--- src/lbc_pkg.sv ---
// Constants and types shared by the LED brightness control path
package lbc_pkg;
  // ==========================================================
  // Register map
  localparam logic [7:0] ADDR_BRIGHTNESS_LOW = 8'h18;
  localparam logic [7:0] ADDR_BRIGHTNESS_HIGH = 8'h19;
  localparam logic [7:0] BRIGHTNESS_RESET = 8'h00;
  localparam int LOW_BITS = 3;
  localparam logic [10:0] CODE_FULL = 11'h07ff;
  localparam logic [10:0] CODE_ZERO = 11'h0000;

  // ==========================================================
  // Brightness modes
  typedef enum logic [1:0] {
    LBC_MODE_I2C = 2'b00,
    LBC_MODE_PWM = 2'b01,
    LBC_MODE_MUL_RAMP = 2'b10,
    LBC_MODE_RAMP_MUL = 2'b11
  } lbc_mode_t;

  // ==========================================================
  // Timing
  localparam int F_CLK_KHZ = 100000;
  localparam int SAMP_SLOW_KHZ = 800;
  localparam int SAMP_MID_KHZ = 4000;
  localparam int SAMP_FAST_KHZ = 24000;
  localparam int DIV_SLOW = F_CLK_KHZ / SAMP_SLOW_KHZ;
  localparam int DIV_MID = F_CLK_KHZ / SAMP_MID_KHZ;
  localparam int DIV_FAST = F_CLK_KHZ / SAMP_FAST_KHZ;
  localparam int TO_SLOW_US = 25000;
  localparam int TO_MID_US = 3000;
  localparam int TO_FAST_US = 600;
  localparam int TO_SLOW_SAMP = TO_SLOW_US * SAMP_SLOW_KHZ / 1000;
  localparam int TO_MID_SAMP = TO_MID_US * SAMP_MID_KHZ / 1000;
  localparam int TO_FAST_SAMP = TO_FAST_US * SAMP_FAST_KHZ / 1000;
  // Ramp rate 0 is one step per microsecond, about 2 ms full scale
  localparam int STEP_BASE_NS = 1000;
  localparam int STEP_BASE_CYC = STEP_BASE_NS * F_CLK_KHZ / 1000000;

  // ==========================================================
  // Register port and state
  typedef struct packed {
    logic wr_en;
    logic [7:0] addr;
    logic [7:0] wdata;
  } lbc_reg_req_t;

  typedef struct packed {
    logic [2:0] pin;
    logic lvl;
    logic lvl_d;
    logic [6:0] div;
    logic [15:0] per_cnt;
    logic [15:0] hi_cnt;
    logic [10:0] duty;
    logic timeout;
    logic [7:0] low;
    logic [7:0] high;
    logic [10:0] i2c;
    logic [16:0] tmr;
    logic [10:0] ramp;
    logic [10:0] led;
    logic boost_off;
  } lbc_state_t;
endpackage

--- src/lbc_path.sv ---
// Brightness path: PWM duty sampling, timeout, modes and current ramper
`timescale 1ns/1ps

module lbc_path #(
  parameter logic [16:0] STEP_BASE = 17'(lbc_pkg::STEP_BASE_CYC),
  parameter logic [15:0] TO_SLOW = 16'(lbc_pkg::TO_SLOW_SAMP),
  parameter logic [15:0] TO_MID = 16'(lbc_pkg::TO_MID_SAMP),
  parameter logic [15:0] TO_FAST = 16'(lbc_pkg::TO_FAST_SAMP)
) (
  input wire logic mclk, // 100 MHz clock
  input wire logic rstn, // Asynchronous reset, active low
  input wire logic pwm_in, // PWM dimming pin
  input wire lbc_pkg::lbc_mode_t mode, // Brightness mode field
  input wire logic [2:0] ramp_rate, // Time per step select
  input wire logic [1:0] sample_rate, // 0 slow, 1 mid, 1x fast
  input wire lbc_pkg::lbc_reg_req_t reg_req, // Register write request
  output logic [7:0] reg_rdata, // Register read data for reg_req.addr
  output logic [10:0] led_code, // Code to the current mapper
  output logic [10:0] duty_code, // Measured PWM duty code
  output logic boost_off // Boost shut off by PWM loss
);
  // ==========================================================
  // Reset release
  logic [1:0] rst_sync_r;
  logic rst_n;

  always_ff @(posedge mclk or negedge rstn)
  begin
    if (!rstn)
      rst_sync_r <= 2'b00;
    else
      rst_sync_r <= {rst_sync_r[0], 1'b1};
  end
  assign rst_n = rst_sync_r[1];

  // ==========================================================
  // Arithmetic helpers
  function automatic logic [10:0] lbc_scale(input logic [10:0] a,
                                            input logic [10:0] b);
    logic [21:0] p;
    p = (22'(a) * 22'(b)) / 22'(lbc_pkg::CODE_FULL);
    return p[10:0];
  endfunction

  function automatic logic [10:0] lbc_duty(input logic [15:0] hi,
                                           input logic [15:0] per);
    logic [26:0] q;
    q = 27'(0);
    if (per != 16'h0000)
      q = (27'(hi) * 27'(lbc_pkg::CODE_FULL)) / 27'(per);
    if (q > 27'(lbc_pkg::CODE_FULL))
      q = 27'(lbc_pkg::CODE_FULL);
    return q[10:0];
  endfunction

  // ==========================================================
  // State
  lbc_pkg::lbc_state_t st_r;
  lbc_pkg::lbc_state_t st_nxt;
  logic samp;
  logic rise;
  logic step;
  logic [6:0] div_max;
  logic [15:0] to_lim;
  logic [10:0] target;
  logic [16:0] step_cyc;
  logic pwm_used;

  always_comb
  begin
    unique case (sample_rate)
      2'b00:
      begin
        div_max = 7'(lbc_pkg::DIV_SLOW - 1);
        to_lim = TO_SLOW;
      end
      2'b01:
      begin
        div_max = 7'(lbc_pkg::DIV_MID - 1);
        to_lim = TO_MID;
      end
      default:
      begin
        div_max = 7'(lbc_pkg::DIV_FAST - 1);
        to_lim = TO_FAST;
      end
    endcase
  end

  assign samp = (st_r.div == div_max);
  assign rise = samp && st_r.lvl && !st_r.lvl_d;
  assign pwm_used = (mode != lbc_pkg::LBC_MODE_I2C);
  assign step_cyc = STEP_BASE << ramp_rate;

  always_comb
  begin
    unique case (mode)
      lbc_pkg::LBC_MODE_I2C: target = st_r.i2c;
      lbc_pkg::LBC_MODE_PWM: target = st_r.duty;
      lbc_pkg::LBC_MODE_MUL_RAMP:
        target = lbc_scale(st_r.i2c, st_r.duty);
      lbc_pkg::LBC_MODE_RAMP_MUL: target = st_r.i2c;
    endcase
  end

  assign step = (st_r.tmr == 17'h0_0000) && (st_r.ramp != target);

  always_comb
  begin
    st_nxt = st_r;
    // Pin filter: a level counts once the last two stages agree
    st_nxt.pin = {st_r.pin[1:0], pwm_in};
    if (st_r.pin[2] == st_r.pin[1])
      st_nxt.lvl = st_r.pin[1];
    st_nxt.div = samp ? 7'h00 : st_r.div + 7'h01;
    if (samp)
    begin
      st_nxt.lvl_d = st_r.lvl;
      if (rise)
      begin
        st_nxt.duty = lbc_duty(st_r.hi_cnt, st_r.per_cnt);
        st_nxt.per_cnt = 16'h0001;
        st_nxt.hi_cnt = 16'h0001;
        st_nxt.timeout = 1'b0;
      end
      else
      begin
        if (st_r.per_cnt != 16'hffff)
          st_nxt.per_cnt = st_r.per_cnt + 16'h0001;
        if (st_r.lvl && st_r.hi_cnt != 16'hffff)
          st_nxt.hi_cnt = st_r.hi_cnt + 16'h0001;
        if (st_r.per_cnt >= to_lim)
        begin
          st_nxt.timeout = 1'b1;
          st_nxt.duty = st_r.lvl ? lbc_pkg::CODE_FULL : lbc_pkg::CODE_ZERO;
        end
      end
    end
    st_nxt.boost_off = st_r.timeout && pwm_used;
    // Registers: the target moves only when the high bits land
    if (reg_req.wr_en && reg_req.addr == lbc_pkg::ADDR_BRIGHTNESS_LOW)
      st_nxt.low = reg_req.wdata;
    if (reg_req.wr_en && reg_req.addr == lbc_pkg::ADDR_BRIGHTNESS_HIGH)
    begin
      st_nxt.high = reg_req.wdata;
      st_nxt.i2c = {reg_req.wdata,
                    st_r.low[lbc_pkg::LOW_BITS-1:0]};
    end
    // Ramper: first step is immediate, later steps one interval apart
    if (st_r.ramp == target)
      st_nxt.tmr = 17'h0_0000;
    else if (step)
    begin
      st_nxt.tmr = step_cyc - 17'h0_0001;
      st_nxt.ramp = (st_r.ramp < target) ? st_r.ramp + 11'h001
                                         : st_r.ramp - 11'h001;
    end
    else
      st_nxt.tmr = st_r.tmr - 17'h0_0001;
    if (mode == lbc_pkg::LBC_MODE_RAMP_MUL)
      st_nxt.led = lbc_scale(st_r.ramp, st_r.duty);
    else
      st_nxt.led = st_r.ramp;
  end

  always_ff @(posedge mclk or negedge rst_n)
  begin
    if (!rst_n)
    begin
      st_r <= '0;
      st_r.low <= lbc_pkg::BRIGHTNESS_RESET;
      st_r.high <= lbc_pkg::BRIGHTNESS_RESET;
    end
    else
      st_r <= st_nxt;
  end

  always_comb
  begin
    unique case (reg_req.addr)
      lbc_pkg::ADDR_BRIGHTNESS_LOW: reg_rdata = st_r.low;
      lbc_pkg::ADDR_BRIGHTNESS_HIGH: reg_rdata = st_r.high;
      default: reg_rdata = 8'h00;
    endcase
  end

  assign led_code = st_r.led;
  assign duty_code = st_r.duty;
  assign boost_off = st_r.boost_off;

  // ==========================================================
  // Assertions
  property p_low_write_holds;
    @(posedge mclk) disable iff (!rst_n)
    reg_req.wr_en && reg_req.addr != lbc_pkg::ADDR_BRIGHTNESS_HIGH
      |=> $stable(st_r.i2c);
  endproperty
  a_low_write_holds: assert property (p_low_write_holds)
    else $error("Brightness target moved without high write");

  property p_high_join;
    @(posedge mclk) disable iff (!rst_n)
    reg_req.wr_en && reg_req.addr == lbc_pkg::ADDR_BRIGHTNESS_HIGH
      |=> st_r.i2c == {$past(reg_req.wdata),
                       $past(st_r.low[lbc_pkg::LOW_BITS-1:0])};
  endproperty
  a_high_join: assert property (p_high_join)
    else $error("Brightness code not joined from registers");

  property p_one_step;
    @(posedge mclk) disable iff (!rst_n)
    st_r.ramp != $past(st_r.ramp) |->
      (st_r.ramp - $past(st_r.ramp) == 11'h001) ||
      ($past(st_r.ramp) - st_r.ramp == 11'h001);
  endproperty
  a_one_step: assert property (p_one_step)
    else $error("Ramper moved by more than one code");

  property p_step_gap;
    @(posedge mclk) disable iff (!rst_n)
    step |=> !step && st_r.tmr == $past(step_cyc) - 17'h0_0001;
  endproperty
  a_step_gap: assert property (p_step_gap)
    else $error("Ramp steps closer than the interval");

  property p_toward;
    @(posedge mclk) disable iff (!rst_n)
    step && st_r.ramp < target |=> st_r.ramp == $past(st_r.ramp) + 11'h001;
  endproperty
  a_toward: assert property (p_toward)
    else $error("Ramper did not move toward target");

  property p_i2c_only;
    @(posedge mclk) disable iff (!rst_n)
    mode == lbc_pkg::LBC_MODE_I2C |-> target == st_r.i2c;
  endproperty
  a_i2c_only: assert property (p_i2c_only)
    else $error("Mode 00 target not from registers");

  property p_pwm_only;
    @(posedge mclk) disable iff (!rst_n)
    mode == lbc_pkg::LBC_MODE_PWM |-> target == st_r.duty;
  endproperty
  a_pwm_only: assert property (p_pwm_only)
    else $error("Mode 01 target not from duty");

  property p_ramp_mul;
    @(posedge mclk) disable iff (!rst_n)
    mode == lbc_pkg::LBC_MODE_RAMP_MUL && $stable(mode)
      |=> led_code == lbc_scale($past(st_r.ramp), $past(st_r.duty));
  endproperty
  a_ramp_mul: assert property (p_ramp_mul)
    else $error("Mode 11 output not ramp times duty");

  property p_boost_off;
    @(posedge mclk) disable iff (!rst_n)
    st_r.timeout && pwm_used |=> boost_off;
  endproperty
  a_boost_off: assert property (p_boost_off)
    else $error("Boost not shut off on PWM loss");

  c_full: cover property (@(posedge mclk) disable iff (!rst_n)
    led_code == lbc_pkg::CODE_FULL);
  c_timeout: cover property (@(posedge mclk) disable iff (!rst_n)
    boost_off);
  c_rise: cover property (@(posedge mclk) disable iff (!rst_n)
    rise ##1 step);
endmodule

--- config.mk ---
export PLATFORM = sky130hd
export DESIGN_NAME = lbc_path
export DESIGN_NICKNAME = d
export VERILOG_FILES = /design/src/lbc_pkg.sv /design/src/lbc_path.sv
export SDC_FILE = /design/constraint.sdc
export NUM_CORES = 2
export LEC_CHECK = 0
export ABC_AREA = 1
export BUFFER_PORTS_ARGS = -buffer_cell sky130_fd_sc_hd__buf_2
export CAP_MARGIN = 20
export CELL_PAD_IN_SITES_DETAIL_PLACEMENT = 2
export CELL_PAD_IN_SITES_GLOBAL_PLACEMENT = 2
export CORE_UTILIZATION = 37
export DETAILED_ROUTE_END_ITERATION = 6
export PLACE_DENSITY = 0.85
export REMOVE_ABC_BUFFERS = 1
export SLEW_MARGIN = 20
export SYNTH_ARGS = -nofsm -noshare
export SYNTH_HDL_FRONTEND = slang
export SYNTH_SLANG_ARGS = --single-unit
--- constraint.sdc ---
create_clock -name mclk -period 4.45 [get_ports mclk]
set_clock_uncertainty 0.15 [all_clocks]
set_input_delay 0.445 -clock mclk [delete_from_list [all_inputs] [get_ports mclk]]
set_output_delay 0.445 -clock mclk [all_outputs]
set_load 0.03 [all_outputs]
==> results.json, run 1 <==
{
  "run_status": "stopped before the end",
  "last-stage-reached": "detailed placement (3_5_place_dp)",
  "tool.error": "[ERROR DPL-0033] detailed placement checks failed during check placement.",
  "synth_seq_cells": 117,
  "dominantRegCellSynth": "sky130_fd_sc_hd__dfrtp_1",
  "synth_cell_types": 82,
  "placement.io_buffers": 57,
  "ys_async_sr_fraction": 1.00,
  "post-dp-hpwl_um": 373000,
  "gpl.final_weighted_congestion": 0.898,
  "synthesis.yosys.warnings": 0,
  "syn_area_per_cell_um2": 6.26,
  "syn-cell-area_mm2": 0.0435,
  "die_width_um": 345,
  "postSynthCellCount": 6951,
  "die_height_um": 345,
  "synth-seq-area-share": 0.0673,
  "synth-edff-count": 0,
  "std_cell_rows": 125,
  "floorplan.io_pins": 58,
  "effective_utilization_at_floorplan": 0.374
}
[metrics by stage]
stage / setup slack [ns] / instance area [um^2] / TNS, ns
global placement: -61.04 / 60600 / -887.86
floorplan: -65.80 / 42700 / -887.73
[Yosys cell counts, types with 6 or more instances]
master / count / area (um^2)
sky130_fd_sc_hd__nor4_1: 25 / 156
sky130_fd_sc_hd__a221oi_1: 6 / 52.6
sky130_fd_sc_hd__nand3b_1: 27 / 203
sky130_fd_sc_hd__o22ai_1: 14 / 87.6
sky130_fd_sc_hd__clkinv_1: 9 / 33.8
sky130_fd_sc_hd__nor2_1: 479 / 1800
sky130_fd_sc_hd__o21ai_0: 357 / 1790
sky130_fd_sc_hd__xnor2_1: 98 / 858
sky130_fd_sc_hd__a21oi_2: 7 / 61.3
sky130_fd_sc_hd__fa_1: 258 / 5160
sky130_fd_sc_hd__nand4_1: 99 / 619
sky130_fd_sc_hd__inv_1: 1269 / 4760
sky130_fd_sc_hd__o21bai_1: 37 / 278
sky130_fd_sc_hd__ha_1: 548 / 6860
sky130_fd_sc_hd__nand3_2: 38 / 380
sky130_fd_sc_hd__nor3_1: 61 / 305
sky130_fd_sc_hd__nand2_1: 1896 / 7120
sky130_fd_sc_hd__and3_1: 8 / 50.1
sky130_fd_sc_hd__a211oi_1: 8 / 60.1
sky130_fd_sc_hd__o31ai_1: 20 / 150
sky130_fd_sc_hd__nand2_4: 23 / 259
sky130_fd_sc_hd__buf_6: 13 / 146
sky130_fd_sc_hd__nand4_2: 9 / 113
sky130_fd_sc_hd__o21ai_1: 46 / 230
sky130_fd_sc_hd__xor2_1: 190 / 1660
sky130_fd_sc_hd__a21oi_1: 308 / 1540
sky130_fd_sc_hd__or2_2: 33 / 206
sky130_fd_sc_hd__o211ai_1: 26 / 195
sky130_fd_sc_hd__clkbuf_1: 91 / 342
sky130_fd_sc_hd__o221ai_1: 7 / 61.3
sky130_fd_sc_hd__nand2_2: 105 / 657
sky130_fd_sc_hd__o21a_1: 10 / 75.1
sky130_fd_sc_hd__buf_4: 29 / 218
sky130_fd_sc_hd__inv_2: 54 / 203
sky130_fd_sc_hd__nand3_1: 412 / 2060
sky130_fd_sc_hd__a21o_1: 39 / 293
sky130_fd_sc_hd__dfrtp_1: 117 / 2930
sky130_fd_sc_hd__o21ai_2: 11 / 96.3
sky130_fd_sc_hd__nor2_4: 15 / 169
sky130_fd_sc_hd__a31oi_1: 18 / 113
sky130_fd_sc_hd__nor2_2: 53 / 332
[logic make-up after synthesis]
group,share of synthesized area
buf+inv,0.133
mux,0.000690
simple gates,0.340
flops,0.0673
xor+xnor,0.0590
compound gates,0.123
other cells,0.0000862
fa+ha+maj,0.277
==> run 2: changes to the inputs <==
--- a/config.mk
+++ b/config.mk
@@ -8,11 +8,9 @@
 export ABC_AREA = 1
 export BUFFER_PORTS_ARGS = -buffer_cell sky130_fd_sc_hd__buf_2
 export CAP_MARGIN = 20
-export CELL_PAD_IN_SITES_DETAIL_PLACEMENT = 2
-export CELL_PAD_IN_SITES_GLOBAL_PLACEMENT = 2
-export CORE_UTILIZATION = 37
+export CORE_UTILIZATION = 40
 export DETAILED_ROUTE_END_ITERATION = 6
-export PLACE_DENSITY = 0.85
+export PLACE_DENSITY_LB_ADDON = 0.15
 export REMOVE_ABC_BUFFERS = 1
 export SLEW_MARGIN = 20
 export SYNTH_ARGS = -nofsm -noshare
==> results.json, run 2 <==
{
  "run_status": "complete, but fails checks",
  "violations": "setup timing",
  "post-dp-hpwl_um": 120000,
  "timing.critical_path.slowest_stage_cell": "sky130_fd_sc_hd__fa_2",
  "wire_length_of_the_first_global_routing_pass_um": 253000,
  "finalSetupViolCount": 50,
  "h-tree-depth": 4,
  "cts_buffers": 17,
  "post-synth-top-area-cell": "sky130_fd_sc_hd__nand2_1",
  "gpl.final_weighted_congestion": 0.916,
  "path_class": "reg -> reg",
  "cts-root-buf": "sky130_fd_sc_hd__clkbuf_16",
  "syn-cell-area_mm2": 0.0435,
  "placement.io_buffers": 57,
  "synth_seq_cells": 117,
  "die_height_um": 332,
  "commonest_cells_after_routing_fill_and_taps_aside": "sky130_fd_sc_hd__buf_4, sky130_fd_sc_hd__nand2_1, sky130_fd_sc_hd__inv_1",
  "std_cell_rows": 120,
  "layout.nets": 10500,
  "drv.max_cap_violation_count": 0,
  "synthesis.yosys.warnings": 0,
  "postRouteWirelength_um": 170000,
  "vias_in_the_first_global_route": 52600,
  "synth-edff-count": 0,
  "start_kind": "register",
  "required_time_of_the_critical_path_ns": 4.67,
  "synthToLayoutAreaGrowth_pct": 65.6,
  "pin_count_of_the_biggest_net_entering_global_routing": 59,
  "tritoncts": "built",
  "endpoint_kind": "register",
  "preCtsSetupSlack_ns": -62.93,
  "area.sequential_mm2": 0.00296,
  "synth_cell_types": 82,
  "ys_async_sr_fraction": 1.00,
  "slew_headroom": 0.201,
  "post-route-drc-count": 0,
  "routed_wire_length_per_instance_um": 15.4,
  "drtAntennaViolNets": 0,
  "fp.dieArea_mm2": 0.110,
  "worst_ep_arrival_time_ns": 63.82,
  "drt_pre_antenna_iters": 6,
  "mostFrequentLayoutCell": "sky130_fd_sc_hd__buf_4",
  "grt_setup_unrepaired": "true",
  "fin_crit_sh": 14.3,
  "synth-seq-area-share": 0.0673,
  "postSynthCellCount": 6951,
  "routed_via_density": 5.00,
  "post_route_cells_drive_above_1_share": 0.434,
  "core-area_mm2": 0.107,
  "post-synth-top-area-fraction": 0.164,
  "effective_utilization_at_floorplan": 0.405,
  "layout_min_cycle_time_ns": 63.60,
  "cp_max_fo": 18,
  "multi_input_comb_area_mm2": 0.0400,
  "nFillCells": 8772,
  "synth_top_cells_by_area": "sky130_fd_sc_hd__nand2_1, sky130_fd_sc_hd__ha_1, sky130_fd_sc_hd__fa_1",
  "post-synth-top-count-cell": "sky130_fd_sc_hd__nand2_1",
  "registers.top_by_ff_count": "st_r",
  "grt_use_total": 0.277,
  "largest_register_ffs": 90,
  "globalRoute.totalOverflow": 0,
  "cts.clk_slew.worst_paths_ns": 0.08,
  "holdCritPathClass": "in -> reg",
  "clock_latency_late_sink_ns": 0.50,
  "grt_antenna_before_repair": 5,
  "dominantRegCellSynth": "sky130_fd_sc_hd__dfrtp_1",
  "crit_top_cell": "sky130_fd_sc_hd__buf_4",
  "cp_slowest_stage_delay_ns": 0.62,
  "timing_max_transition_violations_final": 0,
  "cts-root-to-sink-buffers": 2,
  "worstMarginPinSlew_ns": 1.20,
  "detailroute.via_count": 55200,
  "stdcell_count": 11000,
  "ranking_of_synthesized_cells_by_instance_count": "sky130_fd_sc_hd__nand2_1, sky130_fd_sc_hd__inv_1, sky130_fd_sc_hd__ha_1",
  "dr.first_iter.drc_count": 3015,
  "timing.final.hold_violations": 0,
  "floorplan.io_pins": 58,
  "syn_area_per_cell_um2": 6.26,
  "dp_cells": 10300,
  "die_width_um": 332,
  "final_worst_setup_slack_ns": -59.15,
  "tritoncts_num_sinks": 117,
  "timing.fmax_mhz": 15.7
}
-- run 2: area by class of cell --
| cell class | count | area share |
|---|---|---|
| clock inverter | 14 | 0.00195 |
| inverter | 1332 | 0.0710 |
| timing repair buffer | 2789 | 0.300 |
| antenna | 3 | 0.000104 |
| multi-input combinational | 5366 | 0.556 |
| clock buffer | 18 | 0.00610 |
| tap | 1403 | 0.0244 |
| sequential | 117 | 0.0411 |
-- run 2: what timing repair did --
item	in CTS	in global routing
cloned	4	9
pin swaps	255	607
gates resized for setup	494	1112
hold endpoints to repair	5	0
buffers inserted	424	269
endpoints found under the setup margin	50	50
hold buffers	4	0
-- run 2: cells by family (layout without fill, tap and decap cells) --
| group | Yosys count | after routing | share of synthesized area |
|---|---|---|---|
| other | 1 | 4 | 0.0000862 |
| and+or+nand+nor | 3312 | 3322 | 0.340 |
| AOI/OAI and AO/OA | 943 | 943 | 0.123 |
| DFF | 117 | 117 | 0.0673 |
| adders and majority gates | 807 | 807 | 0.277 |
| muxes | 3 | 3 | 0.000690 |
| buffers and inverters | 1478 | 4153 | 0.133 |
| xor gates and xnor gates | 290 | 290 | 0.0590 |
-- run 2: final timing paths --
path	startpoint	to	slack, ns	cells past startpoint
max in group asynchronous	rst_sync_r[1]	st_r[86]	2.75	1
worst max register to register	st_r[86]	duty_code[0]	-59.15	508
min in group asynchronous	rstn	rst_sync_r[1]	0.12	2
worst min-delay path	reg_req[4]	st_r[63]	0.03	3
worst max-delay path	st_r[86]	duty_code[0]	-59.15	508
worst min register to register	st_nxt[121]	st_nxt[122]	0.21	0
-- run 2: per-layer routing --
metal	share of wire	wire length (um)	up-vias	global-route usage
met5	0.000077	13	-	0
met4	0.053	8960	2	0.109
met3	0.041	6970	516	0.0194
met2	0.50	85700	1425	0.513
met1	0.40	68200	25800	0.330
li1	-	-	27400	-
-- run 2: critical path, delay by kind of cell (launching register included) --
family / cells / cell delay (ns)
compound gates: 167 / 23.10
buf+inv: 159 / 15.61
simple gates: 145 / 13.16
fa+ha+maj: 33 / 10.11
xor+xnor: 4 / 0.68
flops: 1 / 0.43
-- run 2: per-stage QoR --
stage               hold slack, ns  instance area (um^2)  setup TNS (ns)   util
floorplan                -0.000591                 42700         -887.73      -
global placement            0.0800                 60100         -879.14  0.560
detailed placement          0.0836                 60100         -904.17  0.560
CTS                        0.00154                 65500         -825.29  0.610
global route               0.00773                 72000         -905.85  0.671
finish                      0.0291                 72000         -843.93  0.671
Power of run 2 is left out: the tool's default activity adds up to more than one toggle a clock period on the data nets, which glitch-free logic cannot reach.
